`config.mk`:
```
export PLATFORM = sky130hd
export DESIGN_NAME = core_interrupt_sequencer
export DESIGN_NICKNAME = d
export VERILOG_FILES = /design/src/rtl/irq_seq_pkg.sv /design/src/rtl/core_interrupt_sequencer.sv /design/src/rtl/event_sync.sv /design/src/rtl/axil_slave.sv
export SDC_FILE = /design/constraint.sdc
export NUM_CORES = 1
export LEC_CHECK = 0
export ABC_AREA = 1
export BUFFER_PORTS_ARGS = -buffer_cell sky130_fd_sc_hd__buf_2
export CAP_MARGIN = 5
export CORE_MARGIN = 2
export CORE_UTILIZATION = 45
export CTS_BUF_LIST = sky130_fd_sc_hd__clkbuf_4
export DETAILED_ROUTE_END_ITERATION = 10
export GPL_ROUTABILITY_DRIVEN = 1
export GPL_TIMING_DRIVEN = 1
export HOLD_SLACK_MARGIN = 0.12
export PLACE_DENSITY = 0.73
export SYNTH_ARGS = -nofsm -noshare
export SYNTH_HDL_FRONTEND = slang
export SYNTH_HIERARCHICAL = 1
export SYNTH_SLANG_ARGS = --single-unit
```
`constraint.sdc`:
```
create_clock -name clk_in -period 4.5 [get_ports clk_in]
set_input_delay 1.125 -clock clk_in [delete_from_list [all_inputs] [get_ports clk_in]]
set_output_delay 1.125 -clock clk_in [all_outputs]
set_load 0.01 [all_outputs]
```
`src/rtl/irq_seq_pkg.sv`:
```
// irq_seq_pkg: constants, register map and carrier types for the interrupt sequencer
// assumes a 20 MHz core clock and an instruction cycle of four core clocks
package irq_seq_pkg;
  localparam int          CLK_PERIOD_NS     = 50;
  localparam int          TCY_NS            = 200;
  localparam int          CLKS_PER_TCY      = (TCY_NS + CLK_PERIOD_NS - 1) / CLK_PERIOD_NS;
  localparam int          NUM_CORE_EVT      = 2;
  localparam int          NUM_PERIPH_EVT    = 16;
  localparam logic [14:0] IRQ_VECTOR        = 15'h0004;

  localparam logic [7:0]  OFS_CTRL          = 8'h00;
  localparam logic [7:0]  OFS_PFLAG1        = 8'h04;
  localparam logic [7:0]  OFS_PFLAG2        = 8'h08;
  localparam logic [7:0]  OFS_PEN1          = 8'h0c;
  localparam logic [7:0]  OFS_PEN2          = 8'h10;
  localparam logic [7:0]  OFS_ISTAT         = 8'h14;
  localparam logic [7:0]  OFS_IMASK         = 8'h18;
  localparam logic [7:0]  OFS_STATE         = 8'h1c;

  localparam int          CTRL_GIE_BIT      = 7;
  localparam int          CTRL_PERIPHERAL_GROUP_IRQ_ENABLE_BIT     = 6;
  localparam int          CTRL_CEN_LSB      = 4;
  localparam int          CTRL_CFLAG_LSB    = 0;
  localparam int          ISTAT_ENTRY_BIT   = 0;
  localparam int          ISTAT_RETURN_BIT  = 1;
  localparam int          ISTAT_BLOCKED_BIT = 2;
  localparam int          ISTAT_W           = 3;

  localparam logic [7:0]  FLAG_RST          = 8'h00;
  localparam logic [7:0]  EN_RST            = 8'h00;
  localparam logic [ISTAT_W-1:0] ISTAT_RST  = 3'h0;
  localparam logic [ISTAT_W-1:0] IMASK_RST  = 3'h0;

  localparam logic [1:0]  AXI_OKAY          = 2'h0;
  localparam logic [1:0]  AXI_SLVERR        = 2'h2;

  typedef enum logic [1:0] {ST_RUN, ST_FLUSH, ST_PUSH} seq_state_t;

  typedef struct packed {
    logic [7:0] wreg;
    logic [7:0] status;
    logic [7:0] bsr;
    logic [7:0] pclath;
  } core_ctx_t;

  typedef struct packed {
    logic        flush;
    logic        push;
    logic        pc_load;
    logic        pop;
    logic        restore;
    logic [14:0] addr;
  } core_cmd_t;

  typedef struct packed {
    logic       we;
    logic [7:0] waddr;
    logic [7:0] wdata;
    logic       wstrb0;
    logic       re;
    logic [7:0] raddr;
  } reg_req_t;
endpackage : irq_seq_pkg

```
`src/rtl/core_interrupt_sequencer.sv`:
```
// core_interrupt_sequencer: interrupt flags, enables, entry and return sequencing for an 8-bit core
// assumes core logic on clk_in drives pc_in, ctx_in and a one-clock return_from_irq_op_in pulse,
// peripheral events are same-clock pulses, core event pins are asynchronous
//
// Operation
// - Any reset leaves global enable clear, so nothing vectors until software sets it.
// - Vectoring needs global and own enable; peripheral sources also need the group enable.
// - Every event sets its flag whatever the enables say.
// - Taking an enabled event flushes the prefetched instruction and clears global enable.
// - Entry pushes the current program counter onto the return stack.
// - Entry copies critical core registers to the shadow set by hardware.
// - Entry loads the program counter with the fixed vector 0004h.
// - With global enable clear, events set flags but never redirect execution.
// - Return pops the address, restores shadow context and sets global enable.
// - An enabled event seen while global enable is clear stays pending until re-enabled.
// - Synchronous event to vector execution takes three or four instruction cycles.
// - Asynchronous event to vector execution takes three to five instruction cycles.
module core_interrupt_sequencer
  import irq_seq_pkg::*;
(
  input  wire logic                      clk_in,
  input  wire logic                      sys_rst_in,
  input  wire logic [7:0]                s_axi_awaddr_in,
  input  wire logic                      s_axi_awvalid_in,
  output logic                           s_axi_awready_out,
  input  wire logic [31:0]               s_axi_wdata_in,
  input  wire logic [3:0]                s_axi_wstrb_in,
  input  wire logic                      s_axi_wvalid_in,
  output logic                           s_axi_wready_out,
  output logic [1:0]                     s_axi_bresp_out,
  output logic                           s_axi_bvalid_out,
  input  wire logic                      s_axi_bready_in,
  input  wire logic [7:0]                s_axi_araddr_in,
  input  wire logic                      s_axi_arvalid_in,
  output logic                           s_axi_arready_out,
  output logic [31:0]                    s_axi_rdata_out,
  output logic [1:0]                     s_axi_rresp_out,
  output logic                           s_axi_rvalid_out,
  input  wire logic                      s_axi_rready_in,
  input  wire logic [NUM_PERIPH_EVT-1:0] periph_evt_in,
  input  wire logic [NUM_CORE_EVT-1:0]   core_evt_in,
  input  wire logic                      return_from_irq_op_in,
  input  wire logic [14:0]               pc_in,
  input  wire core_ctx_t                 ctx_in,
  output core_cmd_t                      cmd_out,
  output core_ctx_t                      shadow_ctx_out,
  output logic                           gie_out,
  output logic                           irq_out
);
  reg_req_t                  req;
  logic [7:0]                rd_data;
  logic                      rd_err, wr_err;
  logic [NUM_CORE_EVT-1:0]   core_lvl;

  axil_slave u_axil (
    .clk_in            (clk_in),
    .sys_rst_in        (sys_rst_in),
    .s_axi_awaddr_in   (s_axi_awaddr_in),
    .s_axi_awvalid_in  (s_axi_awvalid_in),
    .s_axi_awready_out (s_axi_awready_out),
    .s_axi_wdata_in    (s_axi_wdata_in),
    .s_axi_wstrb_in    (s_axi_wstrb_in),
    .s_axi_wvalid_in   (s_axi_wvalid_in),
    .s_axi_wready_out  (s_axi_wready_out),
    .s_axi_bresp_out   (s_axi_bresp_out),
    .s_axi_bvalid_out  (s_axi_bvalid_out),
    .s_axi_bready_in   (s_axi_bready_in),
    .s_axi_araddr_in   (s_axi_araddr_in),
    .s_axi_arvalid_in  (s_axi_arvalid_in),
    .s_axi_arready_out (s_axi_arready_out),
    .s_axi_rdata_out   (s_axi_rdata_out),
    .s_axi_rresp_out   (s_axi_rresp_out),
    .s_axi_rvalid_out  (s_axi_rvalid_out),
    .s_axi_rready_in   (s_axi_rready_in),
    .req_out           (req),
    .rd_data_in        (rd_data),
    .rd_err_in         (rd_err),
    .wr_err_in         (wr_err)
  );

  // the extra sync delay is what stretches asynchronous latency to five cycles
  event_sync u_sync (
    .clk_in     (clk_in),
    .sys_rst_in (sys_rst_in),
    .async_in   (core_evt_in),
    .level_out  (core_lvl)
  );

  // instruction cycle divider
  logic [1:0] div_r, div_nxt;
  logic       tcy_en_r, tcy_en_nxt;
  always_comb begin
    div_nxt    = (div_r == 2'(CLKS_PER_TCY - 1)) ? 2'h0 : div_r + 2'h1;
    tcy_en_nxt = (div_nxt == 2'(CLKS_PER_TCY - 1));
  end
  always_ff @(posedge clk_in or posedge sys_rst_in) begin
    if (sys_rst_in) begin
      div_r    <= 2'h0;
      tcy_en_r <= 1'b0;
    end else begin
      div_r    <= div_nxt;
      tcy_en_r <= tcy_en_nxt;
    end
  end

  // flag and enable registers
  logic                    gie_r, gie_nxt, peripheral_group_irq_enable_r, peripheral_group_irq_enable_nxt;
  logic [NUM_CORE_EVT-1:0] cen_r, cen_nxt, cflag_r, cflag_nxt, core_prev_r, core_rise;
  logic [7:0]              pf1_r, pf1_nxt, pf2_r, pf2_nxt, pe1_r, pe1_nxt, pe2_r, pe2_nxt;
  logic [ISTAT_W-1:0]      istat_r, istat_nxt, imask_r, imask_nxt, istat_set;
  logic                    wr_ctrl, wr_pf1, wr_pf2, wr_pe1, wr_pe2, wr_mask, rd_istat;
  logic                    irq_req, take, irq_nxt, irq_r;

  seq_state_t state_r, state_nxt;
  core_cmd_t  cmd_r, cmd_nxt;
  core_ctx_t  shadow_r, shadow_nxt;

  always_comb begin
    wr_ctrl   = req.we && req.wstrb0 && (req.waddr == OFS_CTRL);
    wr_pf1    = req.we && req.wstrb0 && (req.waddr == OFS_PFLAG1);
    wr_pf2    = req.we && req.wstrb0 && (req.waddr == OFS_PFLAG2);
    wr_pe1    = req.we && req.wstrb0 && (req.waddr == OFS_PEN1);
    wr_pe2    = req.we && req.wstrb0 && (req.waddr == OFS_PEN2);
    wr_mask   = req.we && req.wstrb0 && (req.waddr == OFS_IMASK);
    rd_istat  = req.re && (req.raddr == OFS_ISTAT);
    core_rise = core_lvl & ~core_prev_r;
    // hardware set wins over a software clear in the same cycle
    cflag_nxt = (wr_ctrl ? req.wdata[CTRL_CFLAG_LSB +: NUM_CORE_EVT] : cflag_r) | core_rise;
    pf1_nxt   = (wr_pf1 ? req.wdata : pf1_r) | periph_evt_in[7:0];
    pf2_nxt   = (wr_pf2 ? req.wdata : pf2_r) | periph_evt_in[15:8];
    cen_nxt   = wr_ctrl ? req.wdata[CTRL_CEN_LSB +: NUM_CORE_EVT] : cen_r;
    peripheral_group_irq_enable_nxt  = wr_ctrl ? req.wdata[CTRL_PERIPHERAL_GROUP_IRQ_ENABLE_BIT] : peripheral_group_irq_enable_r;
    pe1_nxt   = wr_pe1 ? req.wdata : pe1_r;
    pe2_nxt   = wr_pe2 ? req.wdata : pe2_r;
    imask_nxt = wr_mask ? req.wdata[ISTAT_W-1:0] : imask_r;
    // flags stay set until software clears them, so a blocked request survives
    irq_req   = (|(cflag_r & cen_r)) || (peripheral_group_irq_enable_r && ((|(pf1_r & pe1_r)) || (|(pf2_r & pe2_r))));
    take      = tcy_en_r && (state_r == ST_RUN) && gie_r && irq_req && !return_from_irq_op_in;
  end

  // entry and return sequencer, one step per instruction cycle
  always_comb begin
    state_nxt  = state_r;
    cmd_nxt    = '0;
    shadow_nxt = shadow_r;
    gie_nxt    = wr_ctrl ? req.wdata[CTRL_GIE_BIT] : gie_r;
    case (state_r)
      ST_RUN: begin
        if (return_from_irq_op_in) begin
          cmd_nxt.pop     = 1'b1;
          cmd_nxt.restore = 1'b1;
          gie_nxt         = 1'b1;
        end else if (take) begin
          state_nxt     = ST_FLUSH;
          cmd_nxt.flush = 1'b1;
          gie_nxt       = 1'b0;
        end
      end
      ST_FLUSH: begin
        gie_nxt = 1'b0;
        if (tcy_en_r) begin
          state_nxt    = ST_PUSH;
          cmd_nxt.push = 1'b1;
          cmd_nxt.addr = pc_in;
          shadow_nxt   = ctx_in;
        end
      end
      ST_PUSH: begin
        gie_nxt = 1'b0;
        if (tcy_en_r) begin
          state_nxt       = ST_RUN;
          cmd_nxt.pc_load = 1'b1;
          cmd_nxt.addr    = IRQ_VECTOR;
        end
      end
      default: begin
        state_nxt = ST_RUN;
      end
    endcase
    istat_set                    = '0;
    istat_set[ISTAT_ENTRY_BIT]   = cmd_nxt.pc_load;
    istat_set[ISTAT_RETURN_BIT]  = cmd_nxt.pop;
    istat_set[ISTAT_BLOCKED_BIT] = irq_req && !gie_r;
    istat_nxt = (rd_istat ? ISTAT_RST : istat_r) | istat_set;
    irq_nxt   = |(istat_nxt & imask_nxt);
  end

  always_ff @(posedge clk_in or posedge sys_rst_in) begin
    if (sys_rst_in) begin
      gie_r       <= 1'b0;
      peripheral_group_irq_enable_r      <= 1'b0;
      cen_r       <= '0;
      cflag_r     <= '0;
      core_prev_r <= '0;
      pf1_r       <= FLAG_RST;
      pf2_r       <= FLAG_RST;
      pe1_r       <= EN_RST;
      pe2_r       <= EN_RST;
      istat_r     <= ISTAT_RST;
      imask_r     <= IMASK_RST;
      irq_r       <= 1'b0;
      state_r     <= ST_RUN;
      cmd_r       <= '0;
      shadow_r    <= '0;
    end else begin
      gie_r       <= gie_nxt;
      peripheral_group_irq_enable_r      <= peripheral_group_irq_enable_nxt;
      cen_r       <= cen_nxt;
      cflag_r     <= cflag_nxt;
      core_prev_r <= core_lvl;
      pf1_r       <= pf1_nxt;
      pf2_r       <= pf2_nxt;
      pe1_r       <= pe1_nxt;
      pe2_r       <= pe2_nxt;
      istat_r     <= istat_nxt;
      imask_r     <= imask_nxt;
      irq_r       <= irq_nxt;
      state_r     <= state_nxt;
      cmd_r       <= cmd_nxt;
      shadow_r    <= shadow_nxt;
    end
  end

  // read decode; the state word is read only, unmapped offsets answer with an error
  always_comb begin
    rd_data = 8'h00;
    rd_err  = 1'b0;
    case (req.raddr)
      OFS_CTRL:   rd_data = {gie_r, peripheral_group_irq_enable_r, cen_r, 2'h0, cflag_r};
      OFS_PFLAG1: rd_data = pf1_r;
      OFS_PFLAG2: rd_data = pf2_r;
      OFS_PEN1:   rd_data = pe1_r;
      OFS_PEN2:   rd_data = pe2_r;
      OFS_ISTAT:  rd_data = {5'h00, istat_r};
      OFS_IMASK:  rd_data = {5'h00, imask_r};
      OFS_STATE:  rd_data = {6'h00, state_r != ST_RUN, irq_req};
      default:    rd_err  = 1'b1;
    endcase
    case (req.waddr)
      OFS_CTRL, OFS_PFLAG1, OFS_PFLAG2, OFS_PEN1, OFS_PEN2, OFS_ISTAT, OFS_IMASK, OFS_STATE: wr_err = 1'b0;
      default: wr_err = 1'b1;
    endcase
  end

  assign cmd_out        = cmd_r;
  assign shadow_ctx_out = shadow_r;
  assign gie_out        = gie_r;
  assign irq_out        = irq_r;

  // checks
  logic first_r;
  always_ff @(posedge clk_in or posedge sys_rst_in) begin
    if (sys_rst_in) begin
      first_r <= 1'b1;
    end else begin
      first_r <= 1'b0;
    end
  end
endmodule : core_interrupt_sequencer

```
`src/rtl/event_sync.sv`:
```
// event_sync: three-stage synchroniser for asynchronous core event pins
// assumes pins change slower than two core clocks; output moves once stages two and three agree
module event_sync
  import irq_seq_pkg::*;
(
  input  wire logic                    clk_in,
  input  wire logic                    sys_rst_in,
  input  wire logic [NUM_CORE_EVT-1:0] async_in,
  output logic      [NUM_CORE_EVT-1:0] level_out
);
  genvar g;
  generate
    for (g = 0; g < NUM_CORE_EVT; g++) begin : g_sync
      logic s1_r, s2_r, s3_r, lvl_r, lvl_nxt;
      always_comb begin
        lvl_nxt = (s2_r == s3_r) ? s3_r : lvl_r;
      end
      always_ff @(posedge clk_in or posedge sys_rst_in) begin
        if (sys_rst_in) begin
          s1_r  <= 1'b0;
          s2_r  <= 1'b0;
          s3_r  <= 1'b0;
          lvl_r <= 1'b0;
        end else begin
          s1_r  <= async_in[g];
          s2_r  <= s1_r;
          s3_r  <= s2_r;
          lvl_r <= lvl_nxt;
        end
      end
      assign level_out[g] = lvl_r;
    end
  endgenerate
endmodule : event_sync

```
`src/rtl/axil_slave.sv`:
```
// axil_slave: AXI4-Lite slave front end, one write and one read in flight
// assumes the register file answers rd_data_in and the error lines combinationally
module axil_slave
  import irq_seq_pkg::*;
(
  input  wire logic        clk_in,
  input  wire logic        sys_rst_in,
  input  wire logic [7:0]  s_axi_awaddr_in,
  input  wire logic        s_axi_awvalid_in,
  output logic             s_axi_awready_out,
  input  wire logic [31:0] s_axi_wdata_in,
  input  wire logic [3:0]  s_axi_wstrb_in,
  input  wire logic        s_axi_wvalid_in,
  output logic             s_axi_wready_out,
  output logic [1:0]       s_axi_bresp_out,
  output logic             s_axi_bvalid_out,
  input  wire logic        s_axi_bready_in,
  input  wire logic [7:0]  s_axi_araddr_in,
  input  wire logic        s_axi_arvalid_in,
  output logic             s_axi_arready_out,
  output logic [31:0]      s_axi_rdata_out,
  output logic [1:0]       s_axi_rresp_out,
  output logic             s_axi_rvalid_out,
  input  wire logic        s_axi_rready_in,
  output reg_req_t         req_out,
  input  wire logic [7:0]  rd_data_in,
  input  wire logic        rd_err_in,
  input  wire logic        wr_err_in
);
  // ready low means the channel's item is held here; arready low means the read response is still waiting
  logic        awready_r, awready_nxt, wready_r, wready_nxt, arready_r, arready_nxt;
  logic        bvalid_r, bvalid_nxt, rvalid_r, rvalid_nxt;
  logic [1:0]  bresp_r, bresp_nxt, rresp_r, rresp_nxt;
  logic [7:0]  awaddr_r, awaddr_nxt, wdata_r, wdata_nxt, rdata_r, rdata_nxt;
  logic        wstrb_r, wstrb_nxt, do_wr, do_rd;

  always_comb begin
    do_wr       = !awready_r && !wready_r && !bvalid_r;
    do_rd       = s_axi_arvalid_in && arready_r;
    awready_nxt = awready_r;
    wready_nxt  = wready_r;
    arready_nxt = arready_r;
    awaddr_nxt  = awaddr_r;
    wdata_nxt   = wdata_r;
    wstrb_nxt   = wstrb_r;
    bvalid_nxt  = bvalid_r;
    bresp_nxt   = bresp_r;
    rvalid_nxt  = rvalid_r;
    rresp_nxt   = rresp_r;
    rdata_nxt   = rdata_r;
    if (s_axi_awvalid_in && awready_r) begin
      awready_nxt = 1'b0;
      awaddr_nxt  = s_axi_awaddr_in;
    end
    if (s_axi_wvalid_in && wready_r) begin
      wready_nxt = 1'b0;
      wdata_nxt  = s_axi_wdata_in[7:0];
      wstrb_nxt  = s_axi_wstrb_in[0];
    end
    if (bvalid_r && s_axi_bready_in) begin
      bvalid_nxt = 1'b0;
    end
    if (do_wr) begin
      awready_nxt = 1'b1;
      wready_nxt  = 1'b1;
      bvalid_nxt  = 1'b1;
      bresp_nxt   = wr_err_in ? AXI_SLVERR : AXI_OKAY;
    end
    if (rvalid_r && s_axi_rready_in) begin
      rvalid_nxt  = 1'b0;
      arready_nxt = 1'b1;
    end
    if (do_rd) begin
      arready_nxt = 1'b0;
      rvalid_nxt  = 1'b1;
      rdata_nxt   = rd_data_in;
      rresp_nxt   = rd_err_in ? AXI_SLVERR : AXI_OKAY;
    end
    req_out.we     = do_wr;
    req_out.waddr  = awaddr_r;
    req_out.wdata  = wdata_r;
    req_out.wstrb0 = wstrb_r;
    req_out.re     = do_rd;
    req_out.raddr  = s_axi_araddr_in;
  end

  always_ff @(posedge clk_in or posedge sys_rst_in) begin
    if (sys_rst_in) begin
      awready_r <= 1'b1;
      wready_r  <= 1'b1;
      arready_r <= 1'b1;
      awaddr_r  <= 8'h00;
      wdata_r   <= 8'h00;
      wstrb_r   <= 1'b0;
      bvalid_r  <= 1'b0;
      bresp_r   <= AXI_OKAY;
      rvalid_r  <= 1'b0;
      rresp_r   <= AXI_OKAY;
      rdata_r   <= 8'h00;
    end else begin
      awready_r <= awready_nxt;
      wready_r  <= wready_nxt;
      arready_r <= arready_nxt;
      awaddr_r  <= awaddr_nxt;
      wdata_r   <= wdata_nxt;
      wstrb_r   <= wstrb_nxt;
      bvalid_r  <= bvalid_nxt;
      bresp_r   <= bresp_nxt;
      rvalid_r  <= rvalid_nxt;
      rresp_r   <= rresp_nxt;
      rdata_r   <= rdata_nxt;
    end
  end

  assign s_axi_awready_out = awready_r;
  assign s_axi_wready_out  = wready_r;
  assign s_axi_arready_out = arready_r;
  assign s_axi_bvalid_out  = bvalid_r;
  assign s_axi_bresp_out   = bresp_r;
  assign s_axi_rvalid_out  = rvalid_r;
  assign s_axi_rresp_out   = rresp_r;
  assign s_axi_rdata_out   = {24'h000000, rdata_r};
endmodule : axil_slave

```
== Word level (Yosys, flattened, before mapping) ==
Memory sizes are Yosys's and may differ from the RTL's.
Cells that the tools add are included.
Storage, ports and cells
  flip-flop bits (word level): 146
  bits in read-only memories: 32
  bits of input ports: 125
  output and inout port bits: 95
  logic and storage cells: 163
  memories kept: 1
Memories
  (name not given): depth 32, width 1, rd ports 1, clocked after Yosys merged registers in 0, wr ports 0, RTL line core_interrupt_sequencer.sv:239  | case (req.waddr)
Cells by class
  add/sub/neg operators: 1
  equal/unequal tests: 22
  muxes and demuxes: 40
  bitwise logic cells: 10
  reduce and logical (&&, ||, !) cells: 45
Operators by type and width (count)
  case mux 8 bit (8 select lines): 1
  equality test 8 x 5 -> 1 bit, second input constant: 6
  equality test 8 x 4 -> 1 bit, second input constant: 4
  case mux 15 bit (2 select lines): 1
  OR reduction 8 bit: 3
  logical AND 1 bit: 21
  two-way mux 1 bit: 20
  two-way mux 2 bit: 10
  bitwise AND 8 bit: 2
  equality test 8 x 3 -> 1 bit, second input constant: 2
  logical NOT 8 bit: 2
  two-way mux 8 bit: 2
  OR 8 bit: 2
  two-way mux 15 bit: 1
  nonzero test 2 bit: 5
  two-way mux 3 bit: 3
  inequality test 2 bit, second input constant: 4
  equality test 2 bit, second input constant: 3
  case mux 2 bit (3 select lines): 1
  logical NOT 1 bit: 5
  bitwise AND 2 bit: 2
  AND reduction 4 bit: 1
  OR reduction 2 bit: 2
  bitwise AND 3 bit: 1
  other kinds (12): 14

== Longest topological paths before layout ==
Gate-level depths: netlist of the first run.
  depth after elaboration: 10
  depth in mapped cells: 13
  gate-level depth less buffers: 12

== By module ==
Netlist of the first run, hierarchy kept.
By module, submodules not included
  core_interrupt_sequencer: times used 1, cells each 538, area each 4538.1 um^2, sequential area each 2577.5 um^2
  axil_slave: times used 1, cells each 177, area each 1555.2 um^2, sequential area each 804.5 um^2
  event_sync: times used 1, cells each 19, area each 251.5 um^2, sequential area each 200.2 um^2

== Least setup slack after synthesis of the first run ==
Ideal clock, no wire load.
  kind: input -> register
  start point: input port s_axi_araddr_in[7]
  end point: register u_axil.rdata_r[5]
  setup time: 0.065 ns
  data arrival time: 2.246 ns
  data required time: 4.435 ns
  slack: 2.189 ns
  stages on the path: 10
  buffers on the path: 1
  cells stage by stage: buf_4 nor2_1 nand3_1 nor4_4 nand2_1 o21ai_0 a21oi_1 nand3_1 nand2_1 nand2_1
On the way
  word-level cells in the longest chain between the ends: 2
  elaborated cells between the ends (all ways): 9
  classes of those cells: 7 x eq/ne; 1 x mux; 1 x reduce/logical
RTL lines
  from (decl): RTL line core_interrupt_sequencer.sv:33  | input wire logic [7:0] s_axi_araddr_in,
  equality test 8 x 5 -> 1 bit, or another cell as far along: RTL line core_interrupt_sequencer.sv:228  | case (req.raddr)
  case mux 8 bit (8 select lines) (*): RTL line core_interrupt_sequencer.sv:228
  via rd_data[5]: RTL line core_interrupt_sequencer.sv:51  | logic [7:0] rd_data;
  to (signal assigned): RTL line axil_slave.sv:111  | rdata_r <= rdata_nxt;
  to (decl): RTL line axil_slave.sv:34  | logic [7:0] awaddr_r, awaddr_nxt, wdata_r, wdata_nxt, rdata_r, rdata_nxt;
Mark *: on every way through the listed nets, which the timed path passes. The rest lies on a longest branch.
A chain may end at the register's enable or synchronous reset.

== Worst setup path in the final report of the first run ==
  start point: register u_axil.wready_r (netlist: u_axil/s_axi_wready_out)
  end point: output port s_axi_wready_out
RTL lines
  from (decl): RTL line axil_slave.sv:31  | logic awready_r, awready_nxt, wready_r, wready_nxt, arready_r, arready_nxt;
  from (signal assigned): RTL line axil_slave.sv:102  | wready_r <= wready_nxt;
  to (decl): RTL line core_interrupt_sequencer.sv:29  | output logic s_axi_wready_out,
No word-level cell between the ends.

==> results of run 1 <==
[synth_stat cells]
cell and number:
dfstp_2 3, buf_4 41, ha_1 7, nor4_4 3, nor4_1 2, o21ai_1 15, o211ai_1 1, a21oi_1 16
inv_1 64, clkbuf_1 8, o221ai_1 2, o2bb2ai_1 1, nand2_4 1, o21ai_0 29, nor2_2 3, dfrtp_1 140
buf_6 3, inv_2 7, clkinv_1 1, conb_1 1, o21ai_2 1, nand2_1 289, nor3_2 2, a211o_1 8
nand3_1 31, nor2_1 36, nand3_2 2, nand4_1 4, buf_2 5, nand2_2 4, nor3_1 4
[final cells by class]
cell class	instances	share of cell area [%]
multi-input combinational	487	29.8
clock buffer	24	2.46
tap	180	3.07
clock inverter	5	0.256
timing repair buffer	171	11.8
sequential	143	48.8
inverter	72	3.72
[layout by cell type, fill, tap and decap left out, drive strengths merged, types with 5 or more instances in the layout]
cell,n
conb,26
clkinv,6
a211o,8
nor2,39
a21oi,16
nand3,33
ha,7
buf,171
o21ai,45
nor3,6
nor4,5
nand2,294
inv,71
clkbuf,24
dfrtp,140
[sequential cells by signal (all words and copies together) (netlist names), 3 cells and up]
name and count:
shadow_ctx_out 32, imask_r 3, pe2_r 8, pf1_r 8
cmd_out 19, u_axil/wdata_r 8, u_axil/awaddr_r 8, istat_r 3
pe1_r 8, pf2_r 8, u_axil/rdata_r 8
[how the worst max path moves through the flow]
stage | depth (start not counted) | slack (ns) | endpoint | from
after detailed placement | 10 | 1.92 | u_axil/rdata_r[7] | s_axi_araddr_in[7]
after floorplan | 1 | 0.67 | cen_r[0] | sys_rst_in
after CTS | 1 | 1.91 | s_axi_wready_out | u_axil/s_axi_wready_out
after global placement | 10 | 1.91 | u_axil/rdata_r[5] | s_axi_araddr_in[7]
final | 1 | 1.96 | s_axi_wready_out | u_axil/s_axi_wready_out
after global routing | 1 | 1.87 | s_axi_wready_out | u_axil/s_axi_wready_out
[where the power goes]
part | switching (mW) | internal [mW] | total [mW]
registers | 0.222 | 1.61 | 1.83
logic | 0.643 | 0.387 | 1.03
clock network | 0.414 | 0.244 | 0.658
[cells by family after synthesis]
family,Yosys count,synth area share [%]
simple gates,381,25.1
flops,143,56.5
buf+inv,129,10.5
compound gates,73,6.51
fa+ha+maj,7,1.38
other cells,1,0.0591
[per-stage QoR]
step	hold slack [ns]	power [mW]	setup slack, ns	instance area, um^2	cells
detailed placement	0.336	2.90	1.92	7140	1053
global placement	0.333	2.87	1.91	7140	1053
floorplan	0.331	2.54	0.671	6440	759
finish	0.357	3.52	1.96	7340	1082
global route	0.368	3.78	1.87	7340	1082
CTS	0.360	3.56	1.91	7340	1082
[per-layer routing]
layer	GRT usage (%)	up-vias	wire (um)
li1	-	2545	-
met1	26.5	2276	6380
met2	28.1	144	6440
met3	4.79	23	762
met4	8.62	0	314
met5	0	-	0
==> summary.md, run 1 <==
| Metric | Value |
|---|---|
| Outcome | `finished clean` |
| P&R area growth vs syn | `15.6%` |
| Total Wirelength | `13900 um` |
| Relative slew slack | `63.3%` |
| Origin of the critical flop-to-flop path | `state_r[1]` |
| GP Congestion | `0.869` |
| Core Util, Final | `53.1%` |
| Critical path's top delay family | `flip-flops` |
| # rows | `43` |
| DIE WIDTH | `123 um` |
| Drt first pass iters | `5` |
| Yosys Warn Count | `6` |
| RSZ-0062 raised after global routing | `no` |
| WHS Endpoint | `u_sync/g_sync[0].s2_r` |
| Final-report hold violation count | `0` |
| Setup slack, reg-to-reg | `2.45 ns` |
| Cells resized by post-CTS repair | `0` |
| Global Route Usage Sum | `19.0%` |
| Pins Over Slew Limit | `0` |
| Avg WL per Cell | `12.8 um` |
| Sum Neg Setup Slack | `0 ns` |
| Worst setup SP type | `flip-flop` |
| CP max-delay cell | `dfstp_2` |
| Leading area contributor after synthesis | `dfrtp_1` |
| Synth Cell Area | `6340 um^2` |
| Worst endpoint data arrival time | `1.42 ns` |
| # diodes | `0` |
| DPL Wire Length | `10300 um` |
| Max Cap Viol | `0` |
| Count of clock tree sinks | `143` |
| Worst-skew pair later-pin latency | `0.54 ns` |
| Root Driver | `clkbuf_4` |
| CTS tree | `built` |
| Worst Hold Depth | `0` |
| Hold Crit Class | `reg -> reg` |
| 1st-iter DRT viols | `212` |
| Flops & latches, synth | `143` |
| Drt via density | `4.61` |
| # DRC | `0` |
| Worst R2R Path Depth | `8` |
| Number of global-route vias before repair | `4638` |
| WS Path Type | `reg -> out` |
| DR vias | `4988` |
| Register Area | `3580 um^2` |
| H-tree Lvls | `4` |
| Layout Skew | `0.0128 ns` |
| Multi-input gate area | `2190 um^2` |
| Fin crit share | `56.4%` |
| Post-CTS Setup Repair Bufs | `0` |
| Fmax | `394 MHz` |
| Clock Path Buffers | `2` |
| Core footprint | `13800 um^2` |
| Synth Area per Inst | `8.64 um^2` |
| First-pass GRT wire length | `22100 um` |
| Leak | `4.13 nW` |
| Antenna violations before repair | `0` |
| Buf+Inv Stages, Crit Path | `1` |
| Port bufs | `166` |
| Syn Inst Count | `734` |
| Io pins | `220` |
| Worst-path clk slew | `0.11 ns` |
| Pin count of the biggest net entering global routing | `45` |
| CTS Buf Count | `17` |
| Layout Nets | `1024` |
| Worst VDD drop | `0.175 mV` |
| Hold Path Origin | `u_sync/g_sync[0].s1_r` |
| Area fraction of the dominant cell type after synthesis | `55.2%` |
| Share of cells above drive strength 1 | `24.6%` |
| Die Y | `123 um` |
| Largest cells by area after synthesis | `dfrtp_1 55%, nand2_1 17%, buf_4 4.9%, inv_1 3.8%, nand3_1 2.4%` |
| Crit-path cells | `buf_2` |
| Library cells used by synthesis | `31` |
| WP data required | `3.38 ns` |
| CTS Hold Bufs | `0` |
| Tightest Pin Transition | `0.550 ns` |
| Overflow after GRT | `0` |
| Initial Utilization | `45.9%` |
| Critical path peak fanout | `13` |
| Post-synthesis sequential area ratio | `56.5%` |
| Critical R2R Capture | `cmd_out[0]` |
| DIE AREA | `15100 um^2` |
| Fillers | `1335` |
| Worst setup EP type | `primary output` |
| Critical Path Max Stage Delay | `0.70 ns` |
| DRT antenna net count | `0` |
| Tmin final | `2.54 ns` |
| Final Setup Violations | `0` |
| Pwr dens | `480 nW/um^2` |
Power figures use the tool's default switching activity.
==> run 2, diff against run 1 <==
--- a/config.mk
+++ b/config.mk
@@ -15,7 +15,7 @@
 export GPL_ROUTABILITY_DRIVEN = 1
 export GPL_TIMING_DRIVEN = 1
 export HOLD_SLACK_MARGIN = 0.12
-export PLACE_DENSITY = 0.73
+export PLACE_DENSITY = 0.76
 export SYNTH_ARGS = -nofsm -noshare
 export SYNTH_HDL_FRONTEND = slang
 export SYNTH_HIERARCHICAL = 1
==> constraint.sdc (replaced) <==
create_clock -name clk_in -period 2.15 [get_ports clk_in]
set_input_delay 0.5375 -clock clk_in [delete_from_list [all_inputs] [get_ports clk_in]]
set_output_delay 0.5375 -clock clk_in [all_outputs]
set_load 0.01 [all_outputs]
==> run 2 against run 1 <==
Net effect:
- setup slack worse by 1.8 ns
- combinational power is 120% higher
- die area stayed put
- global-route usage is 0.31 points higher
- worst hold slack worse by 0.18 ns
- critical endpoint unchanged
==> summary.md, run 2 (synthesized netlist as in run 1, its figures left out) <==
| Metric | Value |
|---|---|
| Leak | `4.21 nW (+2.1%)` |
| Worst setup EP type | `primary output` |
| Pwr dens | `1060 nW/um^2 (+120%)` |
| Final Setup Violations | `0 (unchanged)` |
| Pin count of the biggest net entering global routing | `104 (+130%)` |
| Antenna violations before repair | `2 (+2)` |
| Number of global-route vias before repair | `4810 (+3.7%)` |
| Port bufs | `166 (unchanged)` |
| Crit-path cells | `buf_4 > buf_2` |
| Clock Path Buffers | `2 (unchanged)` |
| DIE WIDTH | `123 um (unchanged)` |
| Worst VDD drop | `0.513 mV (+190%)` |
| Max Cap Viol | `0 (unchanged)` |
| Sum Neg Setup Slack | `0 ns (unchanged)` |
| Drt first pass iters | `5 (unchanged)` |
| Die Y | `123 um (unchanged)` |
| Critical path's top delay family | `flip-flops` |
| # rows | `43 (unchanged)` |
| Avg WL per Cell | `12.8 um (-0.54%)` |
| Post-CTS Setup Repair Bufs | `0 (unchanged)` |
| Root Driver | `clkbuf_4` |
| Most common cell after layout, fill and taps aside | `nand2_1` |
| CP max-delay cell | `dfstp_2` |
| Tmin final | `1.97 ns` |
| Global Route Usage Sum | `19.3% (+0.31 points)` |
| Final-report hold violation count | `0 (unchanged)` |
| Fin area | `7570 um^2 (+3.2%)` |
| DIE AREA | `15100 um^2 (unchanged)` |
| 1st-iter DRT viols | `375 (+77%)` |
| # DRC | `0 (unchanged)` |
| GP Congestion | `0.902 (+3.8%)` |
| Relative slew slack | `62.9% (-0.46 points)` |
| Setup slack, reg-to-reg | `0.26 ns (-2.19 ns)` |
| P&R area growth vs syn | `19.4%` |
| Placement Cell Area | `7180 um^2 (+0.61%)` |
| Buf+Inv Stages, Crit Path | `2 (+1)` |
| DR vias | `5097 (+2.2%)` |
| Total Wirelength | `14000 um (+0.65%)` |
| Fmax | `508 MHz` |
| CTS tree | `built` |
| WS Path Type | `reg -> out` |
| Hold Crit Class | `in -> reg` |
| Core footprint | `13800 um^2 (unchanged)` |
| WP data required | `1.61 ns (-1.77 ns)` |
| Layout Skew | `0.0175 ns (+0.00475 ns)` |
| First-pass GRT wire length | `22800 um (+3.0%)` |
| Fillers | `1330 (-0.37%)` |
| Most frequent cells in the layout | `288 x nand2_1, 166 x buf_2, 140 x dfrtp_1, 63 x inv_1, 36 x nor2_1` |
| Register Area | `3580 um^2 (unchanged)` |
| CTS Buf Count | `17 (unchanged)` |
| Initial Utilization | `45.9% (unchanged)` |
| Pins Over Slew Limit | `0 (unchanged)` |
| Worst-path clk slew | `0.13 ns (+0.02 ns)` |
| Layout Nets | `1032 (+0.78%)` |
| Io pins | `220 (unchanged)` |
| Critical path peak fanout | `12 (-1)` |
| Count of clock tree sinks | `143 (unchanged)` |
| Critical Path Max Stage Delay | `0.56 ns (-0.14 ns)` |
| Max reg flops | `32 (unchanged)` |
| H-tree Lvls | `4 (unchanged)` |
| Share of cells above drive strength 1 | `25.5% (+0.91 points)` |
| Drt via density | `4.65 (+0.97%)` |
| RSZ-0062 raised after global routing | `no` |
| Worst endpoint data arrival time | `1.43 ns (about the same)` |
| Fin crit share | `91.5%` |
| DPL Wire Length | `10200 um (-0.64%)` |
| Overflow after GRT | `0 (unchanged)` |
| Tightest Pin Transition | `0.557 ns (+0.00696 ns)` |
| Outcome | `finished clean` |
| Worst-skew pair later-pin latency | `0.55 ns (about the same)` |
| DRT antenna net count | `0 (unchanged)` |
| Multi-input gate area | `2190 um^2 (+0.11%)` |
| Worst setup SP type | `flip-flop` |
-- run 2: worst reg2reg max path, delay by kind of cell (launching register included) --
family          cells  cell delay [ns]
simple gates        8             1.19
flops               1             0.46
compound gates      1             0.08
buf+inv             1             0.06
-- run 2: metrics by stage --
stage	utilization (%)	setup slack, ns	power [mW]	hold WS (ns)	instances
finish	54.8	0.183	8.05	0.178	1095
global route	54.8	0.0556	8.66	0.122	1094
CTS	54.7	0.123	8.13	0.128	1093
detailed placement	51.9	0.188	6.10	0.335	1057
global placement	51.9	0.227	6.02	0.333	1057
floorplan	-	0.374	5.31	0.331	759
-- run 2: final timing paths --
check	startpoint	endpoint	depth (start not counted)
max reg2reg	u_axil/s_axi_awready_out	gie_out	10
max in group asynchronous	sys_rst_in	cen_r[0]	4
min reg2reg	u_sync/g_sync[0].s1_r	u_sync/g_sync[0].s2_r	0
min in group asynchronous	sys_rst_in	u_sync/g_sync[1].lvl_r	3
max	u_axil/s_axi_wready_out	s_axi_wready_out	2
min	ctx_in[6]	shadow_ctx_out[6]	3
-- run 2: final cells by class --
class                      count  share of cell area (%)
inverter                      72                    3.62
timing repair buffer         179                    12.6
clock buffer                  17                    1.68
clock inverter                15                    2.87
antenna                        2                  0.0661
tap                          180                    2.97
multi-input combinational    487                    28.9
sequential                   143                    47.3
-- run 2: power by group --
| part | internal, mW | total (mW) | switching [mW] |
|---|---|---|---|
| logic | 0.836 | 2.23 | 1.40 |
| registers | 3.37 | 3.81 | 0.435 |
| clock network | 1.03 | 2.02 | 0.985 |
-- run 2: timing repair --
action                                  CTS  global route
hold buffers                              4             0
resized for setup                         0             1
hold endpoints to repair                 40             0
endpoints found under the setup margin    0             1
-- run 2: routing by layer --
metal  GRT usage (%)  up-vias  part of all wire (%)
met2            28.9      183                    47
li1                -     2560                     -
met3            5.95       21                   7.2
met4            6.61        0                   2.0
met5               0        -                     0
met1            26.8     2333                    44
==> run 3, diff against run 2 <==
--- a/config.mk
+++ b/config.mk
@@ -10,7 +10,7 @@
 export CAP_MARGIN = 5
 export CORE_MARGIN = 2
 export CORE_UTILIZATION = 45
-export CTS_BUF_LIST = sky130_fd_sc_hd__clkbuf_4
+export CTS_BUF_LIST = sky130_fd_sc_hd__clkbuf_8 sky130_fd_sc_hd__clkbuf_16
 export DETAILED_ROUTE_END_ITERATION = 10
 export GPL_ROUTABILITY_DRIVEN = 1
 export GPL_TIMING_DRIVEN = 1
==> run 3 against run 2 <==
Net effect:
- via count grew 0.71%
- sequential cell count is the same
- cell area grew 3.7%
- power grew 16%
- sequential share of layout area shrank 1.7 points
- wire length grew 1.5%
- sequential power is essentially flat
- register-to-register slack lost 0.02 ns
- maximum frequency grew 2.7%
- largest power group unchanged
==> summary.md, run 3 (synthesized netlist as in run 1, its figures left out) <==
| Metric | Value |
|---|---|
| Core footprint | `13800 um^2 (unchanged)` |
| Worst setup SP type | `flip-flop` |
| Number of global-route vias before repair | `4859 (+1.0%)` |
| H-tree Lvls | `4 (unchanged)` |
| Final cell count without fillers | `1091 (-0.37%)` |
| Global Route Usage Sum | `19.5% (+0.20 points)` |
| Fin area | `7860 um^2 (+3.7%)` |
| Total Wirelength | `14200 um (+1.5%)` |
| CTS Hold Bufs | `1 (-3)` |
| WP data required | `2.46 ns (+0.85 ns)` |
| Cells after DPL | `1057 (unchanged)` |
| Io pins | `220 (unchanged)` |
| Critical path peak fanout | `12 (unchanged)` |
| Tightest Pin Transition | `0.559 ns (+0.00204 ns)` |
| Share of cells above drive strength 1 | `25.7% (+0.19 points)` |
| RSZ-0062 raised after global routing | `no` |
| Hold Crit Class | `in -> reg` |
| DIE AREA | `15100 um^2 (unchanged)` |
| Tmin final | `1.91 ns (-0.0526 ns)` |
| Avg WL per Cell | `13.0 um (+1.9%)` |
| Clock Path Buffers | `2 (unchanged)` |
| Pins Over Slew Limit | `0 (unchanged)` |
| Max Cap Viol | `0 (unchanged)` |
| First-pass GRT wire length | `22900 um (+0.64%)` |
| DPL Wire Length | `10200 um (unchanged)` |
| Fin crit share | `89.1% (-2.4 points)` |
| DR vias | `5133 (+0.71%)` |
| DRT antenna net count | `0 (unchanged)` |
| WHS Endpoint | `u_sync/g_sync[1].s1_r` |
| Overflow after GRT | `0 (unchanged)` |
| Cell mode on critical path | `nand2_1` |
| Critical R2R Capture | `gie_out` |
| Drt via density | `4.70 (+1.1%)` |
| GP Congestion | `0.902 (unchanged)` |
| Cells resized by post-CTS repair | `0 (unchanged)` |
| DIE WIDTH | `123 um (unchanged)` |
| Critical Path Max Stage Delay | `0.44 ns (-0.12 ns)` |
| Worst R2R Path Depth | `10 (unchanged)` |
| Drt first pass iters | `5 (unchanged)` |
| Sum Neg Setup Slack | `0 ns (unchanged)` |
| Crit-path cells | `nor2_2 > nand2_2 > inv_1 > nand2_1 > nor4_1 > nand2_1 > nand2_1 > o21ai_0 > nand2_1 > nand2_1` |
| WS Path Type | `reg -> reg` |
| # DRC | `0 (unchanged)` |
| Worst path depth | `10 (+8)` |
| 1st-iter DRT viols | `329 (-12%)` |
| Fmax | `522 MHz (+2.7%)` |
| Post-CTS Setup Repair Bufs | `0 (unchanged)` |
| Leak | `4.34 nW (+3.1%)` |
| Final-report hold violation count | `0 (unchanged)` |
| Hold Path Origin | `core_evt_in[1]` |
| Initial Utilization | `45.9% (unchanged)` |
| Die Y | `123 um (unchanged)` |
| Relative slew slack | `62.7% (-0.14 points)` |
| Port bufs | `166 (unchanged)` |
| Worst-skew pair later-pin latency | `0.42 ns (-0.13 ns)` |
| Outcome | `finished clean` |
| Placement Cell Area | `7180 um^2 (unchanged)` |
| Worst hold slack | `0.223 ns (+0.0445 ns)` |
| # rows | `43 (unchanged)` |
| Antenna violations before repair | `1 (-1)` |
| Layout Nets | `1029 (-0.29%)` |
| Max reg flops | `32 (unchanged)` |
| Root Driver | `clkbuf_16` |
| Most common cell after layout, fill and taps aside | `nand2_1` |
| Worst-path clk slew | `0.06 ns (-0.07 ns)` |
| Worst setup EP type | `flip-flop` |
| Buf+Inv Stages, Crit Path | `1 (-1)` |
| CTS tree | `built` |
| Count of clock tree sinks | `143 (unchanged)` |
| Setup slack, reg-to-reg | `0.24 ns (-0.02 ns)` |
| CTS Buf Count | `17 (unchanged)` |
| Pwr dens | `1190 nW/um^2 (+12%)` |
| Worst endpoint data arrival time | `2.23 ns (+0.80 ns)` |
| Layout Skew | `0.00664 ns (-0.0109 ns)` |
| P&R area growth vs syn | `23.8%` |
| CP max-delay cell | `dfstp_2` |
| Critical path's top delay family | `simple AND/OR/NAND/NOR gates` |
| Origin of the critical flop-to-flop path | `u_axil/s_axi_awready_out` |
| Worst VDD drop | `0.609 mV (+19%)` |
| Most frequent cells in the layout | `289 x nand2_1, 166 x buf_2, 140 x dfrtp_1, 63 x inv_1, 36 x nor2_1` |
| Tot Pwr | `9.32 mW (+16%)` |
| Worst Hold Depth | `1 (-2)` |
| Final Setup Violations | `0 (unchanged)` |
| Pin count of the biggest net entering global routing | `104 (unchanged)` |
-- run 3: cell types whose count changed in the layout (fill, tap and decap cells not counted), sizes merged --
cell         before  now
dlygate4sd3       4    1
clkbuf           17   19
clkinv            5    3
diode             2    1
-- run 3: worst max-delay path by stage --
stage                                         from           endpoint
after floorplan            u_axil/s_axi_wready_out           pf2_r[0]
after CTS                 u_axil/s_axi_awready_out            gie_out
final                     u_axil/s_axi_awready_out            gie_out
after global placement          s_axi_araddr_in[0]  u_axil/rdata_r[1]
after detailed placement        s_axi_araddr_in[0]  u_axil/rdata_r[0]
after global routing      u_axil/s_axi_awready_out            gie_out
-- run 3: layout make-up --
cell class                 instances  area, um^2
fill                            1294        5970
tap                              180         225
clock inverter                    13         210
timing repair buffer             176         921
clock buffer                      19         453
antenna                            1        2.50
multi-input combinational        487        2190
inverter                          72         274
sequential                       143        3580
-- run 3: report_power, final --
part	switching [mW]	total [mW]	internal, mW
logic	1.40	2.23	0.832
registers	0.440	3.82	3.38
clock network	1.14	3.27	2.12
-- run 3: per-stage QoR --
| step | util, % | setup slack, ns |
|---|---|---|
| 2_1_floorplan | - | 0.374 |
| 3_5_place_dp | 51.9 | 0.188 |
| 6_report | 56.8 | 0.235 |
| 3_3_place_gp | 51.9 | 0.227 |
| 4_1_cts | 56.8 | 0.218 |
| 5_1_grt | 56.8 | 0.0194 |
-- run 3: metal layers --
layer	wire, um	vias to the layer above	global-route usage [%]
met3	997	26	6.13
met5	0	-	0
met2	6630	176	29.9
li1	-	2554	-
met1	6250	2377	26.0
met4	321	0	7.47
